$ cat src/common/tmv_pkg.sv
// constants and carrier types for the timer match, flag and trigger control block
package tmv_pkg;
	// register select codes on the cpu register port
	localparam logic [1:0] REG_STATUS = 2'h0; // match_status_output_select
	localparam logic [1:0] REG_TRIG = 2'h1; // trigger_clock_control
	localparam logic [1:0] REG_CTL0 = 2'h2; // clock_clear_irq_control
	// match_status_output_select fields
	localparam int BIT_FLAG_B = 7;
	localparam int BIT_FLAG_A = 6;
	localparam int BIT_WRAP = 5;
	localparam int BIT_STAT_RSV = 4;
	localparam int BIT_OSB_HI = 3;
	localparam int BIT_OSB_LO = 2;
	localparam int BIT_OSA_HI = 1;
	localparam int BIT_OSA_LO = 0;
	// trigger_clock_control fields
	localparam int BIT_TRIG_HI = 4;
	localparam int BIT_TRIG_LO = 3;
	localparam int BIT_TRIG_START_ENABLE = 2;
	localparam int BIT_TRIG_RSV = 1;
	localparam int BIT_CLK_EXTRA = 0;
	localparam logic [2:0] TRIG_RSV_HI = 3'h7; // bits 7 to 5 read as one
	// clock_clear_irq_control fields
	localparam int BIT_IEN_B = 7;
	localparam int BIT_IEN_A = 6;
	localparam int BIT_IEN_WRAP = 5;
	localparam int BIT_CCLR_HI = 4;
	localparam int BIT_CCLR_LO = 3;
	localparam int BIT_CKS_HI = 2;
	localparam int BIT_CKS_LO = 0;
	// reset values
	localparam logic [7:0] RST_BYTE = 8'h00;
	localparam logic [2:0] RST_FLAGS = 3'h0;
	localparam logic [1:0] RST_SEL2 = 2'h0;
	localparam logic RST_BIT = 1'b0;
	localparam logic [7:0] UNMAPPED_READ = 8'h00;
	// two bit output action codes
	localparam logic [1:0] OUT_HOLD = 2'h0;
	localparam logic [1:0] OUT_LOW = 2'h1;
	localparam logic [1:0] OUT_HIGH = 2'h2;
	localparam logic [1:0] OUT_TOGGLE = 2'h3;
	// two bit edge select codes, shared by trigger pin and external clock
	localparam logic [1:0] EDGE_NONE = 2'h0;
	localparam logic [1:0] EDGE_RISE = 2'h1;
	localparam logic [1:0] EDGE_FALL = 2'h2;
	localparam logic [1:0] EDGE_BOTH = 2'h3;
	localparam int NUM_TAPS = 6; // divided clocks /4 up to /128
	// one register port request
	typedef struct packed {
		logic rd;
		logic wr;
		logic [1:0] sel;
		logic [7:0] wdata;
	} tmv_req_s;
	// events from the counter datapath
	typedef struct packed {
		logic match_a;
		logic match_b;
		logic wrap;
		logic cleared;
	} tmv_evt_s;
endpackage : tmv_pkg

$ cat src/core/tmv_ctl.sv
// status flags, waveform output, trigger start and clock select for the 8-bit timer
`timescale 1ns/100ps
// Function
// [RL1] set match b flag, bit 7, when counter equals constant b
// [RL2] set match a flag, bit 6, when counter equals constant a
// [RL3] flags clear only by reading one then writing zero
// [RL4] set wrap flag, bit 5, when counter wraps from ff to 00
// [RL5] status bit 4 always reads one
// [RL6] trigger control bits 7 to 5 and bit 1 read one
// [RL7] match b drives pin per bits 3:2: hold, low, high, toggle
// [RL8] match a drives pin per bits 1:0 with same coding
// [RL9] each match uses only its own output select field
// [RL10] waveform pin is zero after reset until first match
// [RL11] trigger edge select: none, rising, falling, both
// [RL12] trigger enable set: start on edge, halt on counter clear
// [RL13] trigger enable clear: ignore edges, keep counting after clear
// [RL14] extra clock select bit joins the three clock select bits
// [RL15] clock: divided /4 to /128 falling edge, or external pin edges
// [RL16] interrupt request when a flag and its enable are both set
// [RL17] with trigger enabled halt at once on clear, resume on edge
// [RL18] same cycle matches: toggle beats high beats low
// [RL19] hardware set beats a same cycle software clear
// [RL20] trigger pin synchronised and edges found from sampled levels
module tmv_ctl (
	input wire logic clk,
	input wire logic rst,
	input tmv_pkg::tmv_req_s req,
	input tmv_pkg::tmv_evt_s evt,
	input wire logic trig_pin,
	input wire logic ext_clk_pin,
	input wire logic [tmv_pkg::NUM_TAPS-1:0] presc_tap,
	output logic [7:0] rdata,
	output logic wave_out_pin,
	output logic irq,
	output logic count_run,
	output logic count_tick,
	output logic [1:0] clear_sel
);
	import tmv_pkg::*;

	// decode of an edge select code against detected edges
	function automatic logic edge_hit(input logic [1:0] sel, input logic rise, input logic fall);
		edge_hit = ((sel == EDGE_RISE) & rise) | ((sel == EDGE_FALL) & fall) | ((sel == EDGE_BOTH) & (rise | fall));
	endfunction : edge_hit

	logic match_b_flag;
	logic match_a_flag;
	logic wrap_flag;
	logic [2:0] armed;
	logic [1:0] out_sel_b;
	logic [1:0] out_sel_a;
	logic [1:0] trig_edge_sel;
	logic trig_start_enable;
	logic clock_sel_extra;
	logic [2:0] irq_en;
	logic [2:0] clock_sel;
	logic run_flag;
	logic tap_prev;
	logic trig_rise;
	logic trig_fall;
	logic ext_rise;
	logic ext_fall;

	// synchronised trigger and external clock pins
	tmv_edge u_trig_edge (.clk(clk), .rst(rst), .pin_in(trig_pin), .rise(trig_rise), .fall(trig_fall)); // RL20
	tmv_edge u_ext_edge (.clk(clk), .rst(rst), .pin_in(ext_clk_pin), .rise(ext_rise), .fall(ext_fall));

	// register port decode
	wire wr_status = req.wr & (req.sel == REG_STATUS);
	wire wr_trig = req.wr & (req.sel == REG_TRIG);
	wire wr_ctl0 = req.wr & (req.sel == REG_CTL0);
	wire rd_status = req.rd & (req.sel == REG_STATUS);

	// flag order b, a, wrap; clear needs prior read as one then a zero write
	wire [2:0] hw_set = {evt.match_b, evt.match_a, evt.wrap}; // RL1 RL2 RL4
	wire [2:0] wr_zero = ~req.wdata[BIT_FLAG_B:BIT_WRAP];
	wire [2:0] sw_clr = {3{wr_status}} & armed & wr_zero; // RL3
	wire [2:0] cur_flags = {match_b_flag, match_a_flag, wrap_flag};
	wire [2:0] next_flags = hw_set | (cur_flags & ~sw_clr); // RL19

	// per match output action, each from its own field
	wire [1:0] act_b = evt.match_b ? out_sel_b : OUT_HOLD; // RL7 RL9
	wire [1:0] act_a = evt.match_a ? out_sel_a : OUT_HOLD; // RL8 RL9
	wire any_toggle = (act_a == OUT_TOGGLE) | (act_b == OUT_TOGGLE);
	wire any_high = (act_a == OUT_HIGH) | (act_b == OUT_HIGH);
	wire any_low = (act_a == OUT_LOW) | (act_b == OUT_LOW);
	wire next_wave = any_toggle ? ~wave_out_pin : any_high ? 1'b1 : any_low ? 1'b0 : wave_out_pin; // RL18

	// trigger start and halt on clear
	wire trig_hit = trig_start_enable & edge_hit(trig_edge_sel, trig_rise, trig_fall); // RL11
	wire next_run_flag = trig_hit | (run_flag & ~evt.cleared); // RL12 RL17
	wire next_run = ~trig_start_enable | (next_run_flag & ~(evt.cleared & ~trig_hit)); // RL13

	// count clock selection from the four select bits
	wire [3:0] clk_code = {clock_sel, clock_sel_extra}; // RL14
	// two taps per code, the extra bit picking the slower of the pair
	wire [2:0] tap_idx = {clk_code[2:1] - 2'h1, clk_code[0]};
	wire tap_ok = ~clk_code[3] & (clk_code[2:1] != 2'h0);
	wire tap_level = tap_ok ? presc_tap[tap_idx] : 1'b0;
	wire int_tick = tap_ok & tap_prev & ~tap_level; // RL15
	wire ext_tick = clock_sel[2] & edge_hit(clock_sel[1:0], ext_rise, ext_fall); // RL15
	wire next_tick = (int_tick | ext_tick) & next_run;

	// read mux
	wire [7:0] rd_status_v = {match_b_flag, match_a_flag, wrap_flag, 1'b1, out_sel_b, out_sel_a}; // RL5
	wire [7:0] rd_trig_v = {TRIG_RSV_HI, trig_edge_sel, trig_start_enable, 1'b1, clock_sel_extra}; // RL6
	wire [7:0] rd_ctl0_v = {irq_en, clear_sel, clock_sel};
	wire [7:0] next_rdata = (req.sel == REG_STATUS) ? rd_status_v : (req.sel == REG_TRIG) ? rd_trig_v :
		(req.sel == REG_CTL0) ? rd_ctl0_v : UNMAPPED_READ;

	// status flags and the read-armed record
	always_ff @(posedge clk or posedge rst) begin
		if (rst) begin
			{match_b_flag, match_a_flag, wrap_flag} <= RST_FLAGS;
			armed <= RST_FLAGS;
		end else begin
			{match_b_flag, match_a_flag, wrap_flag} <= next_flags;
			armed <= rd_status ? cur_flags : (wr_status ? RST_FLAGS : armed); // RL3
		end
	end

	// software control fields
	always_ff @(posedge clk or posedge rst) begin
		if (rst) begin
			{out_sel_b, out_sel_a} <= {RST_SEL2, RST_SEL2};
			{trig_edge_sel, trig_start_enable, clock_sel_extra} <= {RST_SEL2, RST_BIT, RST_BIT};
			{irq_en, clear_sel, clock_sel} <= RST_BYTE;
		end else begin
			if (wr_status) {out_sel_b, out_sel_a} <= req.wdata[BIT_OSB_HI:BIT_OSA_LO];
			if (wr_trig) begin
				trig_edge_sel <= req.wdata[BIT_TRIG_HI:BIT_TRIG_LO];
				trig_start_enable <= req.wdata[BIT_TRIG_START_ENABLE];
				clock_sel_extra <= req.wdata[BIT_CLK_EXTRA];
			end
			if (wr_ctl0) {irq_en, clear_sel, clock_sel} <= req.wdata;
		end
	end

	// outputs and run state
	always_ff @(posedge clk or posedge rst) begin
		if (rst) begin
			wave_out_pin <= RST_BIT; // RL10
			run_flag <= RST_BIT;
			count_run <= RST_BIT;
			count_tick <= RST_BIT;
			tap_prev <= RST_BIT;
			irq <= RST_BIT;
			rdata <= RST_BYTE;
		end else begin
			wave_out_pin <= next_wave;
			run_flag <= next_run_flag;
			count_run <= next_run;
			count_tick <= next_tick;
			tap_prev <= tap_level;
			irq <= |(next_flags & irq_en); // RL16
			rdata <= req.rd ? next_rdata : rdata;
		end
	end

	// checks
	chk_flag_b_set: assert property (@(posedge clk) disable iff (rst) evt.match_b |=> match_b_flag) // RL1
		else $error("match b did not set its flag");
	chk_flag_a_set: assert property (@(posedge clk) disable iff (rst) evt.match_a |=> match_a_flag) // RL2
		else $error("match a did not set its flag");
	chk_flag_clear: assert property (@(posedge clk) disable iff (rst) $fell(match_b_flag) |-> // RL3
		$past(wr_status) && !$past(req.wdata[BIT_FLAG_B]) && $past(armed[2])) else $error("flag b cleared illegally");
	chk_wrap_set: assert property (@(posedge clk) disable iff (rst) evt.wrap |=> wrap_flag) // RL4
		else $error("wrap did not set its flag");
	chk_status_rsv: assert property (@(posedge clk) disable iff (rst) rd_status |=> rdata[BIT_STAT_RSV]) // RL5
		else $error("status reserved bit read zero");
	chk_trig_rsv: assert property (@(posedge clk) disable iff (rst) req.rd && req.sel == REG_TRIG |=> // RL6
		rdata[7:5] == TRIG_RSV_HI && rdata[BIT_TRIG_RSV]) else $error("trigger reserved bits not one");
	chk_toggle_b: assert property (@(posedge clk) disable iff (rst) // RL7
		evt.match_b && !evt.match_a && out_sel_b == OUT_TOGGLE |=> wave_out_pin != $past(wave_out_pin))
		else $error("match b toggle missed");
	chk_drive_a: assert property (@(posedge clk) disable iff (rst) // RL8
		evt.match_a && !evt.match_b && out_sel_a == OUT_LOW |=> !wave_out_pin) else $error("match a low missed");
	chk_prio_high: assert property (@(posedge clk) disable iff (rst) // RL18
		evt.match_a && evt.match_b && out_sel_a == OUT_LOW && out_sel_b == OUT_HIGH |=> wave_out_pin)
		else $error("high did not beat low");
	chk_halt_clear: assert property (@(posedge clk) disable iff (rst) // RL12
		trig_start_enable && evt.cleared && !trig_hit |=> !count_run && !count_tick) else $error("no halt on clear");
	chk_free_run: assert property (@(posedge clk) disable iff (rst) !trig_start_enable |=> count_run) // RL13
		else $error("counter halted with trigger disabled");
	chk_set_wins: assert property (@(posedge clk) disable iff (rst) evt.match_a && sw_clr[1] |=> match_a_flag) // RL19
		else $error("set lost to clear");
	// flag clears on the other two flags
	chk_flag_a_clear: assert property (@(posedge clk) disable iff (rst) $fell(match_a_flag) |-> // RL3
		$past(wr_status) && !$past(req.wdata[BIT_FLAG_A]) && $past(armed[1])) else $error("flag a cleared illegally");
	chk_wrap_clear: assert property (@(posedge clk) disable iff (rst) $fell(wrap_flag) |-> // RL3
		$past(wr_status) && !$past(req.wdata[BIT_WRAP]) && $past(armed[0]))
		else $error("wrap flag cleared illegally");
	chk_irq_level: assert property (@(posedge clk) disable iff (rst) // RL16
		1'b1 |=> irq == |(cur_flags & $past(irq_en))) else $error("irq level wrong");
	// waveform pin moves only on a match, by that match's own field
	chk_wave_idle: assert property (@(posedge clk) disable iff (rst) !evt.match_a && !evt.match_b |=> // RL9
		$stable(wave_out_pin)) else $error("waveform moved without a match");
	chk_own_field: assert property (@(posedge clk) disable iff (rst) // RL9
		evt.match_a && !evt.match_b && out_sel_a == OUT_HOLD |=> $stable(wave_out_pin))
		else $error("match a used the other field");
	chk_high_b: assert property (@(posedge clk) disable iff (rst) // RL7
		evt.match_b && !evt.match_a && out_sel_b == OUT_HIGH |=> wave_out_pin) else $error("match b high missed");
	chk_low_b: assert property (@(posedge clk) disable iff (rst) // RL7
		evt.match_b && !evt.match_a && out_sel_b == OUT_LOW |=> !wave_out_pin) else $error("match b low missed");
	chk_toggle_a: assert property (@(posedge clk) disable iff (rst) // RL8
		evt.match_a && !evt.match_b && out_sel_a == OUT_TOGGLE |=> wave_out_pin != $past(wave_out_pin))
		else $error("match a toggle missed");
	// a halted counter stays halted until a selected edge arrives
	chk_edge_off: assert property (@(posedge clk) disable iff (rst) // RL11
		trig_start_enable && trig_edge_sel == EDGE_NONE && !count_run |=> !count_run)
		else $error("start taken with trigger edges off");
	chk_wait_edge: assert property (@(posedge clk) disable iff (rst) // RL17
		trig_start_enable && !count_run && !trig_hit |=> !count_run)
		else $error("counter resumed without a trigger edge");
	chk_tick_halt: assert property (@(posedge clk) disable iff (rst) !count_run |-> !count_tick) // RL12
		else $error("tick while halted");
	chk_no_clock: assert property (@(posedge clk) disable iff (rst) clock_sel[1:0] == 2'h0 |=> !count_tick) // RL15
		else $error("tick with clock input prohibited");
	// coverage of the main scenarios
	cov_trig_start: cover property (@(posedge clk) disable iff (rst) !count_run ##1 trig_hit ##1 count_run);
	cov_flag_cleared: cover property (@(posedge clk) disable iff (rst) rd_status && match_a_flag ##[1:4] sw_clr[1]);
	cov_both_match: cover property (@(posedge clk) disable iff (rst) evt.match_a && evt.match_b);
	cov_ext_tick: cover property (@(posedge clk) disable iff (rst) clock_sel[2] && count_tick);
	cov_set_wins: cover property (@(posedge clk) disable iff (rst) evt.match_a && sw_clr[1]);
endmodule : tmv_ctl

$ cat src/core/tmv_edge.sv
// two flop synchroniser with rise and fall detection
`timescale 1ns/100ps
module tmv_edge (
	input wire logic clk,
	input wire logic rst,
	input wire logic pin_in,
	output logic rise,
	output logic fall
);
	logic sync1;
	logic sync2;
	logic prev;
	// sync1 feeds only sync2; edges come from later stages
	always_ff @(posedge clk or posedge rst) begin
		if (rst) begin
			sync1 <= 1'b0;
			sync2 <= 1'b0;
			prev <= 1'b0;
		end else begin
			sync1 <= pin_in;
			sync2 <= sync1;
			prev <= sync2;
		end
	end
	// compare successive sampled levels
	assign rise = sync2 & ~prev;
	assign fall = ~sync2 & prev;
endmodule : tmv_edge

$ cat config.mk
export PLATFORM = sky130hd
export DESIGN_NAME = tmv_ctl
export DESIGN_NICKNAME = d
export VERILOG_FILES = /design/src/common/tmv_pkg.sv /design/src/core/tmv_ctl.sv /design/src/core/tmv_edge.sv
export SDC_FILE = /design/constraint.sdc
export NUM_CORES = 1
export LEC_CHECK = 0
export BUFFER_PORTS_ARGS = -buffer_cell sky130_fd_sc_hd__buf_4
export CAP_MARGIN = 20
export CORE_UTILIZATION = 58
export CTS_CLUSTER_DIAMETER = 40
export DETAILED_ROUTE_END_ITERATION = 8
export PLACE_DENSITY_LB_ADDON = 0.1
export RECOVER_POWER = 100
export SLEW_MARGIN = 40
export SYNTH_ARGS = -nofsm -noshare
export SYNTH_HDL_FRONTEND = slang
export SYNTH_SLANG_ARGS = --single-unit
$ cat constraint.sdc
create_clock -name clk -period 2.8 [get_ports clk]
set_input_delay 0.28 -clock clk [delete_from_list [all_inputs] [get_ports clk]]
set_output_delay 0.28 -clock clk [all_outputs]
set_load 0.02 [all_outputs]
==> implementation parameters, run 1 <==
Parameter                              Value

Worst setup path
  Data required time of the worst path ... 3.06 ns
  Buffer and inverter count on the worst path ... 1
  CP Max Fanout ... 17
  Master of the slowest instance on the critical path ... sky130_fd_sc_hd__nor3b_1
  Arr. time, crit path ... 2.22 ns
  Element type at the critical path start ... input pin
  Class of the most critical setup path ... input pin to flip-flop
  Worst-path cell chain ... clkbuf_1, nor3b_1, nand3b_1, a21o_1, a221o_1
  Gate family responsible for the most delay along the worst path ... simple AND/OR/NAND/NOR gates
  Worst stage delay on the critical path ... 0.97 ns
  Category of the worst setup path capture point ... flip-flop

Route
  Post-detailed-routing wire length ... 3.66 mm
  Routed len/inst ... 14.5 um
  Via Count ... 1,393
  Post-detailed-route count of antenna-violating nets ... 0
  First DRT Iteration DRCs ... 83
  Routed via count divided by cell count ... 5.53
  Router iterations before antenna repair ... 4
  Number of remaining DRC errors ... 0

Power
  Leakage power ... 0.00102 uW
  Switch Pwr ... 442 uW
  Clk pwr share ... 22.1%
  Share of total power in combinational logic ... 22.6%
  Power density over cell area ... 628 mW/mm^2
  Net switching share of the total power ... 31.4%
  Internal portion of total power ... 966 uW
  Part of the total power dissipated in sequential elements ... 55.3%
  Total Power Consumption ... 1410 uW
  Largest voltage drop on the vdd net ... 0.000482 V

Synthesis
  Synth Area per Inst ... 11.7 um^2
  Xor and xnor fraction of the mapped netlist area ... 0%
  Simple-gate share of the synthesized area ... 8.63%
  Cell area after technology mapping ... 0.00191 mm^2
  Synth cell types ... 28
  Share of synthesized area spent on multiplexers ... 12.8%
  Gate Count Post-Synth ... 164
  Flop and latch count out of synthesis ... 42
  Adder and majority cell fraction of the synthesized area ... 5.23%
  Main combinational cell family by area after synthesis ... compound AO/OA/AOI/OAI gates
  Compound-cell area share of the yosys netlist ... 13.7%
  Total nets after synthesis ... 198
  Part of the Yosys area used for sequential elements ... 54.9%
  Yosys warnings ... 0

Global routing
  Total congestion overflow ... 0
  Vias in the first global route ... 1,348
  Wire length of the first global-routing pass ... 6.07 mm
  Overall global routing resource usage ... 23.8%
  Pin count of the biggest net entering global routing ... 33
  Antenna violations before repair ... 0

Timing
  Worst slew margin relative to its limit ... 25.6%
  Setup total negative slack ... 0 ns
  Final setup fails ... 0
  Final min period ... 1.96 ns
  Worst Tran Pin Value ... 1.11 ns
  Achievable frequency ... 510 MHz
  Fin crit share ... 70.1%
  Number of slew-limit violations in the final report ... 0
  Final hold violation count ... 0
  Unrepaired setup endpoints after global routing ... no
  Worst clock skew ... 0.0124 ns
  Final WS setup ... 0.837 ns

Cells and area
  Most frequent cells in the layout ... 42 x sky130_fd_sc_hd__dfrtp_1, 21 x sky130_fd_sc_hd__buf_4, 17 x sky130_fd_sc_hd__mux2_2, 17 x sky130_fd_sc_hd__inv_1
  Number of antenna repair diodes ... 0
  Most frequent standard cell in the layout excluding fill and tap cells ... sky130_fd_sc_hd__dfrtp_1
  Post-synthesis to final-layout area growth ... 17.2%
  Layout cell share with drive strength beyond 1 ... 24.0%
  Nets@finish ... 241
  Post-layout util ... 72.3%

Min path
  Worst hold path class ... input pin to flip-flop

Clock tree
  Buffer depth of the longest clock path ... 2
  Clock edge transition at the registers on the reported setup and hold paths ... 0.12 ns
  Setup Fix Bufs, Post-CTS ... 0
  Clock Sinks ... 42
  TritonCTS buffer count ... 5
  Clock tree from TritonCTS ... done
  Clock root buffer ... sky130_fd_sc_hd__clkbuf_4
  CTS H-Tree Depth ... 2
  Clk_lat worst skew ... 0.36 ns

Job
  Number of maximum-capacitance violations ... 0

Placed design
  Port Buffers ... 39
  Post-Place Worst Slack ... 1.14 ns
  HPWL reported at the end of detailed placement ... 2.74 mm
  Placer Congestion ... 0.883

Floorplanning
  Die outline area ... 0.00353 mm^2
  CORE AREA ... 0.00310 mm^2
  Number of top-level design ports ... 40
  Vertical die dimension ... 59.4 um
  # rows ... 20
  Die Span X ... 59.4 um
  Effective utilization at floorplan ... 61.7%

Status
  Outcome ... complete, no violations
-- what timing repair did --
action	4_1_cts	5_1_grt
endpoints found under the hold margin	10	0
setup endpoints to repair	0	0
hold buffers	1	0
gates resized for setup	0	0
-- cell families after synthesis --
kind of cell / count (synthesis)
buf+inv: 22
simple gates: 30
fa+ha+maj: 8
compound gates: 41
flops: 42
mux: 21
-- worst register-to-register path: stages, from the launching register on --
cell and delay, ns:
sky130_fd_sc_hd__dfrtp_1 0.49, sky130_fd_sc_hd__inv_1 0.12, sky130_fd_sc_hd__ha_1 0.32, sky130_fd_sc_hd__mux4_2 0.30, sky130_fd_sc_hd__nand2_1 0.08, sky130_fd_sc_hd__nand4b_1 0.10, sky130_fd_sc_hd__a32oi_1 0.15
-- Yosys cell counts --
master | n | area share, %
sky130_fd_sc_hd__dfrtp_1 | 42 | 55
sky130_fd_sc_hd__inv_1 | 17 | 3.3
sky130_fd_sc_hd__mux2_2 | 17 | 10
sky130_fd_sc_hd__o21ai_0 | 16 | 4.2
sky130_fd_sc_hd__nor2_1 | 11 | 2.2
sky130_fd_sc_hd__a21oi_1 | 9 | 2.4
sky130_fd_sc_hd__ha_1 | 8 | 5.2
sky130_fd_sc_hd__clkbuf_1 | 4 | 0.78
sky130_fd_sc_hd__nand2_1 | 4 | 0.78
sky130_fd_sc_hd__nand3b_1 | 4 | 1.6
sky130_fd_sc_hd__o311ai_0 | 4 | 1.8
sky130_fd_sc_hd__a21o_1 | 3 | 1.2
sky130_fd_sc_hd__a32o_1 | 3 | 1.6
sky130_fd_sc_hd__mux2i_1 | 3 | 1.6
sky130_fd_sc_hd__nand3_1 | 3 | 0.78
sky130_fd_sc_hd__a32oi_1 | 2 | 0.92
sky130_fd_sc_hd__nand2b_1 | 2 | 0.65
sky130_fd_sc_hd__nor2b_1 | 2 | 0.65
sky130_fd_sc_hd__a221o_1 | 1 | 0.52
sky130_fd_sc_hd__a22o_1 | 1 | 0.46
sky130_fd_sc_hd__a22oi_1 | 1 | 0.39
sky130_fd_sc_hd__a31oi_1 | 1 | 0.33
sky130_fd_sc_hd__and3_1 | 1 | 0.33
sky130_fd_sc_hd__buf_6 | 1 | 0.59
sky130_fd_sc_hd__mux4_2 | 1 | 1.2
sky130_fd_sc_hd__nand4b_1 | 1 | 0.46
sky130_fd_sc_hd__nor3_1 | 1 | 0.26
sky130_fd_sc_hd__nor3b_4 | 1 | 0.98
-- stage by stage --
step,area (um^2),cells,hold slack [ns]
final,2240,252,0.0467
after global routing,2240,252,0.0266
after CTS,2310,252,0.0155
after detailed placement,2240,243,0.300
after global placement,2240,243,0.281
after floorplan,1910,164,0.311
-- final timing paths --
kind,endpoint,cells after the start,slack (ns),startpoint
max reg2reg,count_tick,6,1.18,clock_sel[0]
min reg2reg,u_trig_edge.sync2,0,0.37,u_trig_edge.sync1
min,u_trig_edge.sync1,1,0.05,trig_pin
max in group asynchronous,clock_sel[1],4,1.26,rst
min in group asynchronous,u_trig_edge.sync2,3,0.46,rst
max,irq,5,0.84,req[8]
-- cell type report --
class / instances / area, um^2
Tap cell: 44 / 55.1
Sequential cell: 42 / 1050
Timing Repair Buffer: 41 / 251
Fill cell: 261 / 861
Clock inverter: 1 / 5.00
Clock buffer: 7 / 55.1
Multi-Input combinational cell: 100 / 761
Inverter: 17 / 63.8
-- layer usage --
metal  GRT usage, %  vias to the layer above  part of all wire [%]
li1               -                      668                     -
met1           31.9                      672                    47
met2           36.1                       46                    46
met3           5.02                        7                   5.6
met4           12.9                        0                   2.0
met5              0                        -                     0
-- power by group through the flow --
stage	Sequential [uW]	Clock, uW	Combinational, uW
finish	779	311	318
global route	792	343	356
CTS	779	320	355
detailed placement	792	0	351
global placement	784	0	340
floorplan	815	0	180
-- state kept, by name, indices dropped and copies added, names as in the netlist, 2 cells and up --
register / cells
rdata: 8
trig_edge_sel: 2
irq_en: 3
clear_sel: 2
out_sel_a: 2
armed: 3
clock_sel: 3
out_sel_b: 2
No activity file was read; power rests on OpenSTA's default activity.
==> inputs of run 2 (changes only) <==
--- a/config.mk
+++ b/config.mk
@@ -5,9 +5,10 @@
 export SDC_FILE = /design/constraint.sdc
 export NUM_CORES = 1
 export LEC_CHECK = 0
+export ABC_AREA = 1
 export BUFFER_PORTS_ARGS = -buffer_cell sky130_fd_sc_hd__buf_4
 export CAP_MARGIN = 20
-export CORE_UTILIZATION = 58
+export CORE_UTILIZATION = 48
 export CTS_CLUSTER_DIAMETER = 40
 export DETAILED_ROUTE_END_ITERATION = 8
 export PLACE_DENSITY_LB_ADDON = 0.1
==> constraint.sdc (replaced) <==
create_clock -name clk -period 1.7 [get_ports clk]
set_input_delay 0.17 -clock clk [delete_from_list [all_inputs] [get_ports clk]]
set_output_delay 0.17 -clock clk [all_outputs]
set_load 0.02 [all_outputs]
==> run 2 against run 1 <==
Compared with the run above:
- die area grew 22%
- clock skew shrank 0.0077 ns
- power grew 67%
- critical path depth grew 1
- sequential share of layout area shrank 1.4 points
- synthesized cell count grew 34%
- routed wire length grew 10%
- hold slack gained 0.023 ns
- combinational power grew 51%
- critical path type is now flip-flop to flip-flop
- critical endpoint is now count_tick
==> implementation parameters, run 2 <==
Parameter                              Value

Clock tree
  Buffer depth of the longest clock path ... 2 (unchanged)
  Clock edge transition at the registers on the reported setup and hold paths ... 0.07 ns (-0.05 ns)
  Clk_lat worst skew ... 0.29 ns (-0.07 ns)
  TritonCTS buffer count ... 5 (unchanged)
  CTS H-Tree Depth ... 2 (unchanged)
  Setup Fix Bufs, Post-CTS ... 0 (unchanged)
  Clock tree from TritonCTS ... done
  Clock root buffer ... sky130_fd_sc_hd__clkbuf_8
  Clock Sinks ... 42 (unchanged)
  Post-CTS resize count ... 0 (unchanged)

Floorplanning
  Number of top-level design ports ... 40 (unchanged)
  Effective utilization at floorplan ... 51.6% (-10 points)
  Die Span X ... 65.7 um (+11%)
  # rows ... 22 (+10%)
  CORE AREA ... 0.00377 mm^2 (+22%)
  Die outline area ... 0.00431 mm^2 (+22%)
  Vertical die dimension ... 65.7 um (+11%)

Worst setup path
  Depth of the worst register-to-register path ... 6 (unchanged)
  Worst reg2reg startpoint ... clock_sel[0]
  Arr. time, crit path ... 1.63 ns (-0.59 ns)
  Capturing element of the worst setup path ... count_tick
  Class of the most critical setup path ... flip-flop to flip-flop
  Reg-to-Reg End ... count_tick
  CP Max Fanout ... 6 (-11)
  Worst setup startpoint ... clock_sel[0]
  Element type at the critical path start ... flip-flop
  Data required time of the worst path ... 1.92 ns (-1.14 ns)
  Category of the worst setup path capture point ... flip-flop
  Setup slack of the worst register-to-register path ... 0.29 ns (-0.89 ns)

Placed design
  Placer Congestion ... 0.814 (-7.8%)
  Post-placement cell area ... 0.00229 mm^2 (+2.3%)
  Number of placed instances, taps included ... 306 (+26%)
  Port Buffers ... 39 (unchanged)
  HPWL reported at the end of detailed placement ... 2.96 mm (+8.0%)

Synthesis
  Largest area contributor in the synthesized netlist ... sky130_fd_sc_hd__dfrtp_1
  Cell area after technology mapping ... 0.00195 mm^2 (+1.8%)
  Main combinational cell family by area after synthesis ... simple AND/OR/NAND/NOR gates
  Synth Area per Inst ... 8.85 um^2 (-24%)
  Simple-gate share of the synthesized area ... 19.6% (+11 points)
  Share of the synthesized area in the top cell type ... 54.0% (-0.95 points)
  Dominant cell by count in the synthesized netlist ... sky130_fd_sc_hd__nand2_1
  Yosys warnings ... 0 (unchanged)
  Share of synthesized area spent on multiplexers ... 0% (-13 points)
  Number of enable-type register cells in the synthesized netlist ... 0 (unchanged)
  Most used flip-flop cell after synthesis ... sky130_fd_sc_hd__dfrtp_1
  Compound-cell area share of the yosys netlist ... 13.2% (-0.56 points)
  Xor and xnor fraction of the mapped netlist area ... 0% (unchanged)
  Part of the Yosys area used for sequential elements ... 54.0% (-0.95 points)
  Fraction of registers with async set or reset after synthesis ... 100% (unchanged)
  Synth cell types ... 23 (-18%)
  Adder and majority cell fraction of the synthesized area ... 5.14% (-0.091 points)
  Most frequent cells after synthesis ... 48 x sky130_fd_sc_hd__nand2_1, 42 x sky130_fd_sc_hd__dfrtp_1, 35 x sky130_fd_sc_hd__inv_1, 27 x sky130_fd_sc_hd__o21ai_0, 21 x sky130_fd_sc_hd__nand3_1
  Gate Count Post-Synth ... 220 (+34%)
  Flop and latch count out of synthesis ... 42 (unchanged)
  Top post-synthesis cells by area ... sky130_fd_sc_hd__dfrtp_1 54%, sky130_fd_sc_hd__nand2_1 9.3%, sky130_fd_sc_hd__o21ai_0 6.9%
  Total nets after synthesis ... 254 (+28%)

Route
  Routed via count divided by cell count ... 5.08 (-8.2%)
  Routed len/inst ... 12.8 um (-12%)
  Router iterations before antenna repair ... 4 (unchanged)
  Via Count ... 1,594 (+14%)
  First DRT Iteration DRCs ... 138 (+66%)
  Number of remaining DRC errors ... 0 (unchanged)
  Post-detailed-routing wire length ... 4.03 mm (+10%)
  Post-detailed-route count of antenna-violating nets ... 0 (unchanged)

Global routing
  Wire length of the first global-routing pass ... 6.69 mm (+10%)
  Overall global routing resource usage ... 21.0% (-2.8 points)
  Antenna violations before repair ... 0 (unchanged)
  Total congestion overflow ... 0 (unchanged)
  Pin count of the biggest net entering global routing ... 43 (+30%)
  Vias in the first global route ... 1,454 (+7.9%)

Timing
  Worst slew margin relative to its limit ... 32.7% (+7.2 points)
  Worst Tran Pin Value ... 1.01 ns (-0.105 ns)
  Final setup fails ... 0 (unchanged)
  Final min period ... 1.41 ns
  Worst clock skew ... 0.00468 ns (-0.00769 ns)
  Number of slew-limit violations in the final report ... 0 (unchanged)
  Setup total negative slack ... 0 ns (unchanged)
  Achievable frequency ... 710 MHz
  Worst-case hold slack ... 0.0693 ns (+0.0226 ns)
  Fin crit share ... 82.9%
  Final hold violation count ... 0 (unchanged)
  Unrepaired setup endpoints after global routing ... no

Cells and area
  Number of antenna repair diodes ... 0 (unchanged)
  Nets@finish ... 301 (+25%)
  Final cell count without fillers ... 314 (+25%)
  Combined area of the multi-input logic cells ... 718 um^2 (-5.6%)
  Register containing the most flip-flops in the final layout ... rdata
  Layout cell share with drive strength beyond 1 ... 13.9% (-10 points)
  Reg area ... 0.00105 mm^2 (unchanged)
  Largest register FFs ... 8 (unchanged)
  Cell area after layout ... 0.00231 mm^2 (+3.2%)
  Post-synthesis to final-layout area growth ... 18.8%
  Filler Cells Inserted ... 373 (+43%)
  Most frequent standard cell in the layout excluding fill and tap cells ... sky130_fd_sc_hd__nand2_1
  Most frequent cells in the layout ... 48 x sky130_fd_sc_hd__nand2_1, 42 x sky130_fd_sc_hd__dfrtp_1, 35 x sky130_fd_sc_hd__inv_1, 27 x sky130_fd_sc_hd__o21ai_0, 22 x sky130_fd_sc_hd__nand3_1

Power
  Leakage power ... 0.00117 uW (+14%)
  Power density over cell area ... 1020 mW/mm^2 (+62%)
  Largest voltage drop on the vdd net ... 0.000653 V (+35%)

Min path
  Worst hold path class ... input pin to flip-flop
  Worst Hold Launch ... evt[0]

Job
  Number of maximum-capacitance violations ... 0 (unchanged)

Status
  Outcome ... complete, no violations
-- run 2: changes by cell type in the layout (fill, tap and decap cells not counted), moves of 4 or more --
cell                       before  now
sky130_fd_sc_hd__nand2_1        4   48
sky130_fd_sc_hd__nand3_1        3   22
sky130_fd_sc_hd__inv_1         17   35
sky130_fd_sc_hd__mux2_2        17    0
sky130_fd_sc_hd__o21ai_0       16   27
sky130_fd_sc_hd__clkbuf_4       8    3
sky130_fd_sc_hd__clkbuf_8       1    6
sky130_fd_sc_hd__nand3b_1       4    0
sky130_fd_sc_hd__o211ai_1       0    4
sky130_fd_sc_hd__o311ai_0       4    0
-- run 2: worst min-delay path by stage --
stage	endpoint	slack (ns)	cells after the start
2_1_floorplan	u_ext_edge.sync1	0.20	0
3_3_place_gp	u_trig_edge.sync1	0.28	1
3_5_place_dp	u_trig_edge.sync1	0.28	1
4_1_cts	u_ext_edge.sync1	0.03	3
5_1_grt	run_flag	0.07	2
6_report	run_flag	0.07	2
-- run 2: power breakdown --
part	switching, uW	total (uW)	leakage (uW)	internal, uW
Clock	316	629	0.0000431	313
Sequential	106	1240	0.000501	1140
Combinational	294	479	0.000622	186
-- run 2: what timing repair did --
action | CTS | global route
hold buffers | 2 | 0
hold endpoints to repair | 2 | 0
endpoints found under the setup margin | 0 | 0
-- run 2: final cells by class --
class | count | share of cell area [%]
multi-input cells | 139 | 31.0
well taps | 48 | 2.60
inverters | 36 | 5.90
clock buffers | 6 | 3.57
flip-flops and latches | 42 | 45.4
repair buffers | 43 | 11.5
-- run 2: kinds of logic (layout without fill, tap and decap cells) --
kind of cell / after synthesis / in the layout
AOI/OAI and AO/OA: 47 / 47
adders and majority gates: 8 / 8
buffers and inverters: 39 / 85
DFF: 42 / 42
and+or+nand+nor: 84 / 84
-- run 2: metal layers --
metal / vias to the layer above / wire length [um] / GRT usage (%)
li1: 800 / - / -
met1: 728 / 1850 / 28.3
met2: 61 / 1860 / 32.4
met3: 5 / 258 / 3.65
met4: 0 / 65 / 10.6
met5: - / 0 / 0
-- run 2: metrics by stage --
stage | total power, uW | util, % | setup WS (ns)
floorplan | 1570 | - | 0.412
global placement | 1790 | 60.8 | 0.362
detailed placement | 1800 | 60.8 | 0.318
CTS | 2430 | 63.6 | 0.300
global route | 2500 | 61.3 | 0.154
finish | 2350 | 61.3 | 0.291
-- run 2: worst max-delay path, stage by stage (launching register included) --
cell and delay (ns):
sky130_fd_sc_hd__dfrtp_1 0.44, sky130_fd_sc_hd__inv_1 0.12, sky130_fd_sc_hd__ha_1 0.20, sky130_fd_sc_hd__or2_2 0.28
sky130_fd_sc_hd__nor2_1 0.09, sky130_fd_sc_hd__nand3_1 0.08, sky130_fd_sc_hd__a21oi_1 0.12
==> inputs of run 3 (changes only) <==
--- a/config.mk
+++ b/config.mk
@@ -5,7 +5,7 @@
 export SDC_FILE = /design/constraint.sdc
 export NUM_CORES = 1
 export LEC_CHECK = 0
-export ABC_AREA = 1
+export ABC_AREA = 0
 export BUFFER_PORTS_ARGS = -buffer_cell sky130_fd_sc_hd__buf_4
 export CAP_MARGIN = 20
 export CORE_UTILIZATION = 48
==> constraint.sdc (replaced) <==
create_clock -name clk -period 1.1 [get_ports clk]
set_input_delay 0.11 -clock clk [delete_from_list [all_inputs] [get_ports clk]]
set_output_delay 0.11 -clock clk [all_outputs]
set_load 0.02 [all_outputs]
==> run 3 against run 2 <==
Compared with the run above:
- die area shrank 1.7%
- global-route usage grew 1.6 points
- routed wire length grew 3.5%
- utilization grew 5.7 points
- sequential cell count is the same
- critical path depth is the same
- via count shrank 7.6%
- highest routed layer unchanged
- clock-buffer cell count grew 1
- final area grew 8.5%
- setup slack lost 0.61 ns
- clock skew is essentially flat
- the run now ends with negative setup slack left
- clock power grew 88%
==> implementation parameters, run 3 (synthesis results as in run 1) <==
Parameter                              Value

Power
  Leakage power ... 0.00115 uW (-1.0%)
  Clk pwr share ... 28.2% (+1.5 points)
  Switch Pwr ... 1210 uW (+69%)
  Net switching share of the total power ... 28.9% (-1.5 points)
  Part of the total power dissipated in sequential elements ... 47.1% (-5.8 points)
  Share of total power in combinational logic ... 24.8% (+4.4 points)
  Power density over cell area ... 1660 mW/mm^2 (+64%)
  Largest voltage drop on the vdd net ... 0.00125 V (+92%)
  Total Power Consumption ... 4180 uW (+78%)
  Internal portion of total power ... 2970 uW (+82%)

Worst setup path
  Category of the worst setup path capture point ... flip-flop
  CP Max Fanout ... 2 (-4)
  Setup slack of the worst register-to-register path ... -0.32 ns (-0.61 ns)
  Worst reg2reg startpoint ... clock_sel[1]
  Depth of the worst register-to-register path ... 6 (unchanged)
  Data required time of the worst path ... 1.31 ns (-0.61 ns)
  Class of the most critical setup path ... flip-flop to flip-flop
  Element type at the critical path start ... flip-flop
  Arr. time, crit path ... 1.63 ns (about the same)
  Reg-to-Reg End ... count_tick

Route
  Router iterations before antenna repair ... 4 (unchanged)
  Number of remaining DRC errors ... 0 (unchanged)
  Routed via count divided by cell count ... 5.30 (+4.4%)
  Via Count ... 1,473 (-7.6%)
  Post-detailed-route count of antenna-violating nets ... 0 (unchanged)
  Routed len/inst ... 15.0 um (+17%)
  Post-detailed-routing wire length ... 4.17 mm (+3.5%)
  First DRT Iteration DRCs ... 117 (-15%)

Clock tree
  Buffer depth of the longest clock path ... 2 (unchanged)
  TritonCTS buffer count ... 5 (unchanged)
  Clock root buffer ... sky130_fd_sc_hd__clkbuf_8
  Clock edge transition at the registers on the reported setup and hold paths ... 0.08 ns (about the same)
  Clock Sinks ... 42 (unchanged)
  Clock tree from TritonCTS ... done
  Clk_lat worst skew ... 0.29 ns (about the same)
  CTS H-Tree Depth ... 2 (unchanged)

Cells and area
  Largest register FFs ... 8 (unchanged)
  Layout cell share with drive strength beyond 1 ... 37.0% (+23 points)
  Number of antenna repair diodes ... 0 (unchanged)
  Final cell count without fillers ... 278 (-11%)
  Nets@finish ... 263 (-13%)
  Post-synthesis to final-layout area growth ... 31.2%
  Register containing the most flip-flops in the final layout ... rdata
  Most frequent standard cell in the layout excluding fill and tap cells ... sky130_fd_sc_hd__dfrtp_1
  Post-layout util ... 67.0% (+5.7 points)
  Most frequent cells in the layout ... 41 x sky130_fd_sc_hd__dfrtp_1, 36 x sky130_fd_sc_hd__buf_4, 17 x sky130_fd_sc_hd__mux2_2, 14 x sky130_fd_sc_hd__inv_1, 14 x sky130_fd_sc_hd__clkbuf_1

Timing
  Final setup fails ... 4 (+4)
  Final WS setup ... -0.321 ns (-0.612 ns)
  Worst Tran Pin Value ... 0.570 ns (-0.439 ns)
  Unrepaired setup endpoints after global routing ... yes
  Final hold violation count ... 0 (unchanged)
  Worst clock skew ... 0.00442 ns (-0.000256 ns)
  Number of slew-limit violations in the final report ... 0 (unchanged)
  Achievable frequency ... 704 MHz (-0.83%)
  Setup total negative slack ... -0.640 ns (-0.640 ns)
  Worst-case hold slack ... 0.0196 ns (-0.0497 ns)
  Final min period ... 1.42 ns (+0.0118 ns)
  Fin crit share ... 129% (+46 points)
  Worst slew margin relative to its limit ... 62.0% (+29 points)

Status
  Outcome ... complete, but fails checks
  Violated checks ... negative setup slack

Floorplanning
  Die outline area ... 0.00424 mm^2 (-1.7%)
  CORE AREA ... 0.00374 mm^2 (-0.73%)
  Effective utilization at floorplan ... 51.1% (-0.52 points)
  Die Span X ... 65.1 um (-0.84%)
  # rows ... 22 (unchanged)
  Number of top-level design ports ... 40 (unchanged)
  Vertical die dimension ... 65.1 um (-0.84%)

Global routing
  Antenna violations before repair ... 0 (unchanged)
  Wire length of the first global-routing pass ... 7.09 mm (+6.1%)
  Total congestion overflow ... 0 (unchanged)
  Vias in the first global route ... 1,487 (+2.3%)
  Pin count of the biggest net entering global routing ... 43 (unchanged)
  Overall global routing resource usage ... 22.6% (+1.6 points)

Placed design
  Number of placed instances, taps included ... 266 (-13%)
  Port Buffers ... 39 (unchanged)
  HPWL reported at the end of detailed placement ... 2.97 mm (+0.35%)
  Placer Congestion ... 0.782 (-4.0%)

Min path
  Hold Path Stages ... 2 (unchanged)
  Worst Hold Launch ... evt[1]
  Endpoint with the worst hold slack ... wrap_flag
  Worst hold path class ... input pin to flip-flop

Job
  Number of maximum-capacitance violations ... 0 (unchanged)
-- run 3: changes by cell type in the layout (fill, tap and decap cells not counted), sizes merged, moves of 12 or more --
| cell | delta |
|---|---|
| buf | +16 |
| inv | -18 |
| mux2 | +17 |
| nand2 | -47 |
| nand3 | -19 |
| o21ai | -12 |
-- run 3: worst max-delay path by stage --
stage,startpoint,endpoint,slack (ns),cells after the start
2_1_floorplan,clock_sel[0],count_tick,-0.29,6
3_3_place_gp,clock_sel[1],count_tick,-0.26,6
3_5_place_dp,clock_sel[1],count_tick,-0.31,6
4_1_cts,clock_sel[1],count_tick,-0.31,6
5_1_grt,clock_sel[1],count_tick,-0.39,6
6_report,clock_sel[1],count_tick,-0.32,6
-- run 3: cell type report --
class | instances | area [um^2]
Fill cell | 311 | 1230
Sequential cell | 42 | 1050
Multi-Input combinational cell | 100 | 806
Timing Repair Buffer | 63 | 422
Clock buffer | 7 | 76.3
Inverter | 17 | 63.8
Tap cell | 48 | 60.1
Clock inverter | 1 | 30.0
-- run 3: repair_timing --
item                                   in CTS  in global routing
setup endpoints to repair                   7                  9
resized for setup                           9                  6
hold buffers                                3                  0
setup buffers                               1                  0
endpoints found under the hold margin      44                  0
pin swaps                                   7                  2
-- run 3: layer usage --
metal | GRT usage [%] | part of all wire, % | up-vias
li1 | - | - | 708
met1 | 31.7 | 46 | 716
met2 | 35.5 | 48 | 43
met3 | 4.86 | 5.0 | 6
met4 | 6.52 | 1.0 | 0
met5 | 0 | 0 | -
-- run 3: metrics by stage --
stage                     instance area, um^2  setup WS, ns
final                                    2510        -0.321
after global routing                     2510        -0.394
after CTS                                2580        -0.309
after detailed placement                 2420        -0.313
after global placement                   2420        -0.264
after floorplan                          1930        -0.291
-- run 3: critical path, stage by stage, from the launching register on --
cell,delay (ns)
sky130_fd_sc_hd__dfrtp_1,0.38
sky130_fd_sc_hd__inv_2,0.07
sky130_fd_sc_hd__ha_4,0.27
sky130_fd_sc_hd__mux4_2,0.32
sky130_fd_sc_hd__nand2_1,0.08
sky130_fd_sc_hd__nand4b_1,0.09
sky130_fd_sc_hd__a32oi_1,0.15
-- run 3: power by group through the flow --
stage	Sequential (uW)	Clock, uW	Combinational (uW)
finish	1970	1180	1030
global route	2000	1270	1150
CTS	1970	1210	1110
detailed placement	1990	0	1060
global placement	1970	0	1030
floorplan	2080	0	481
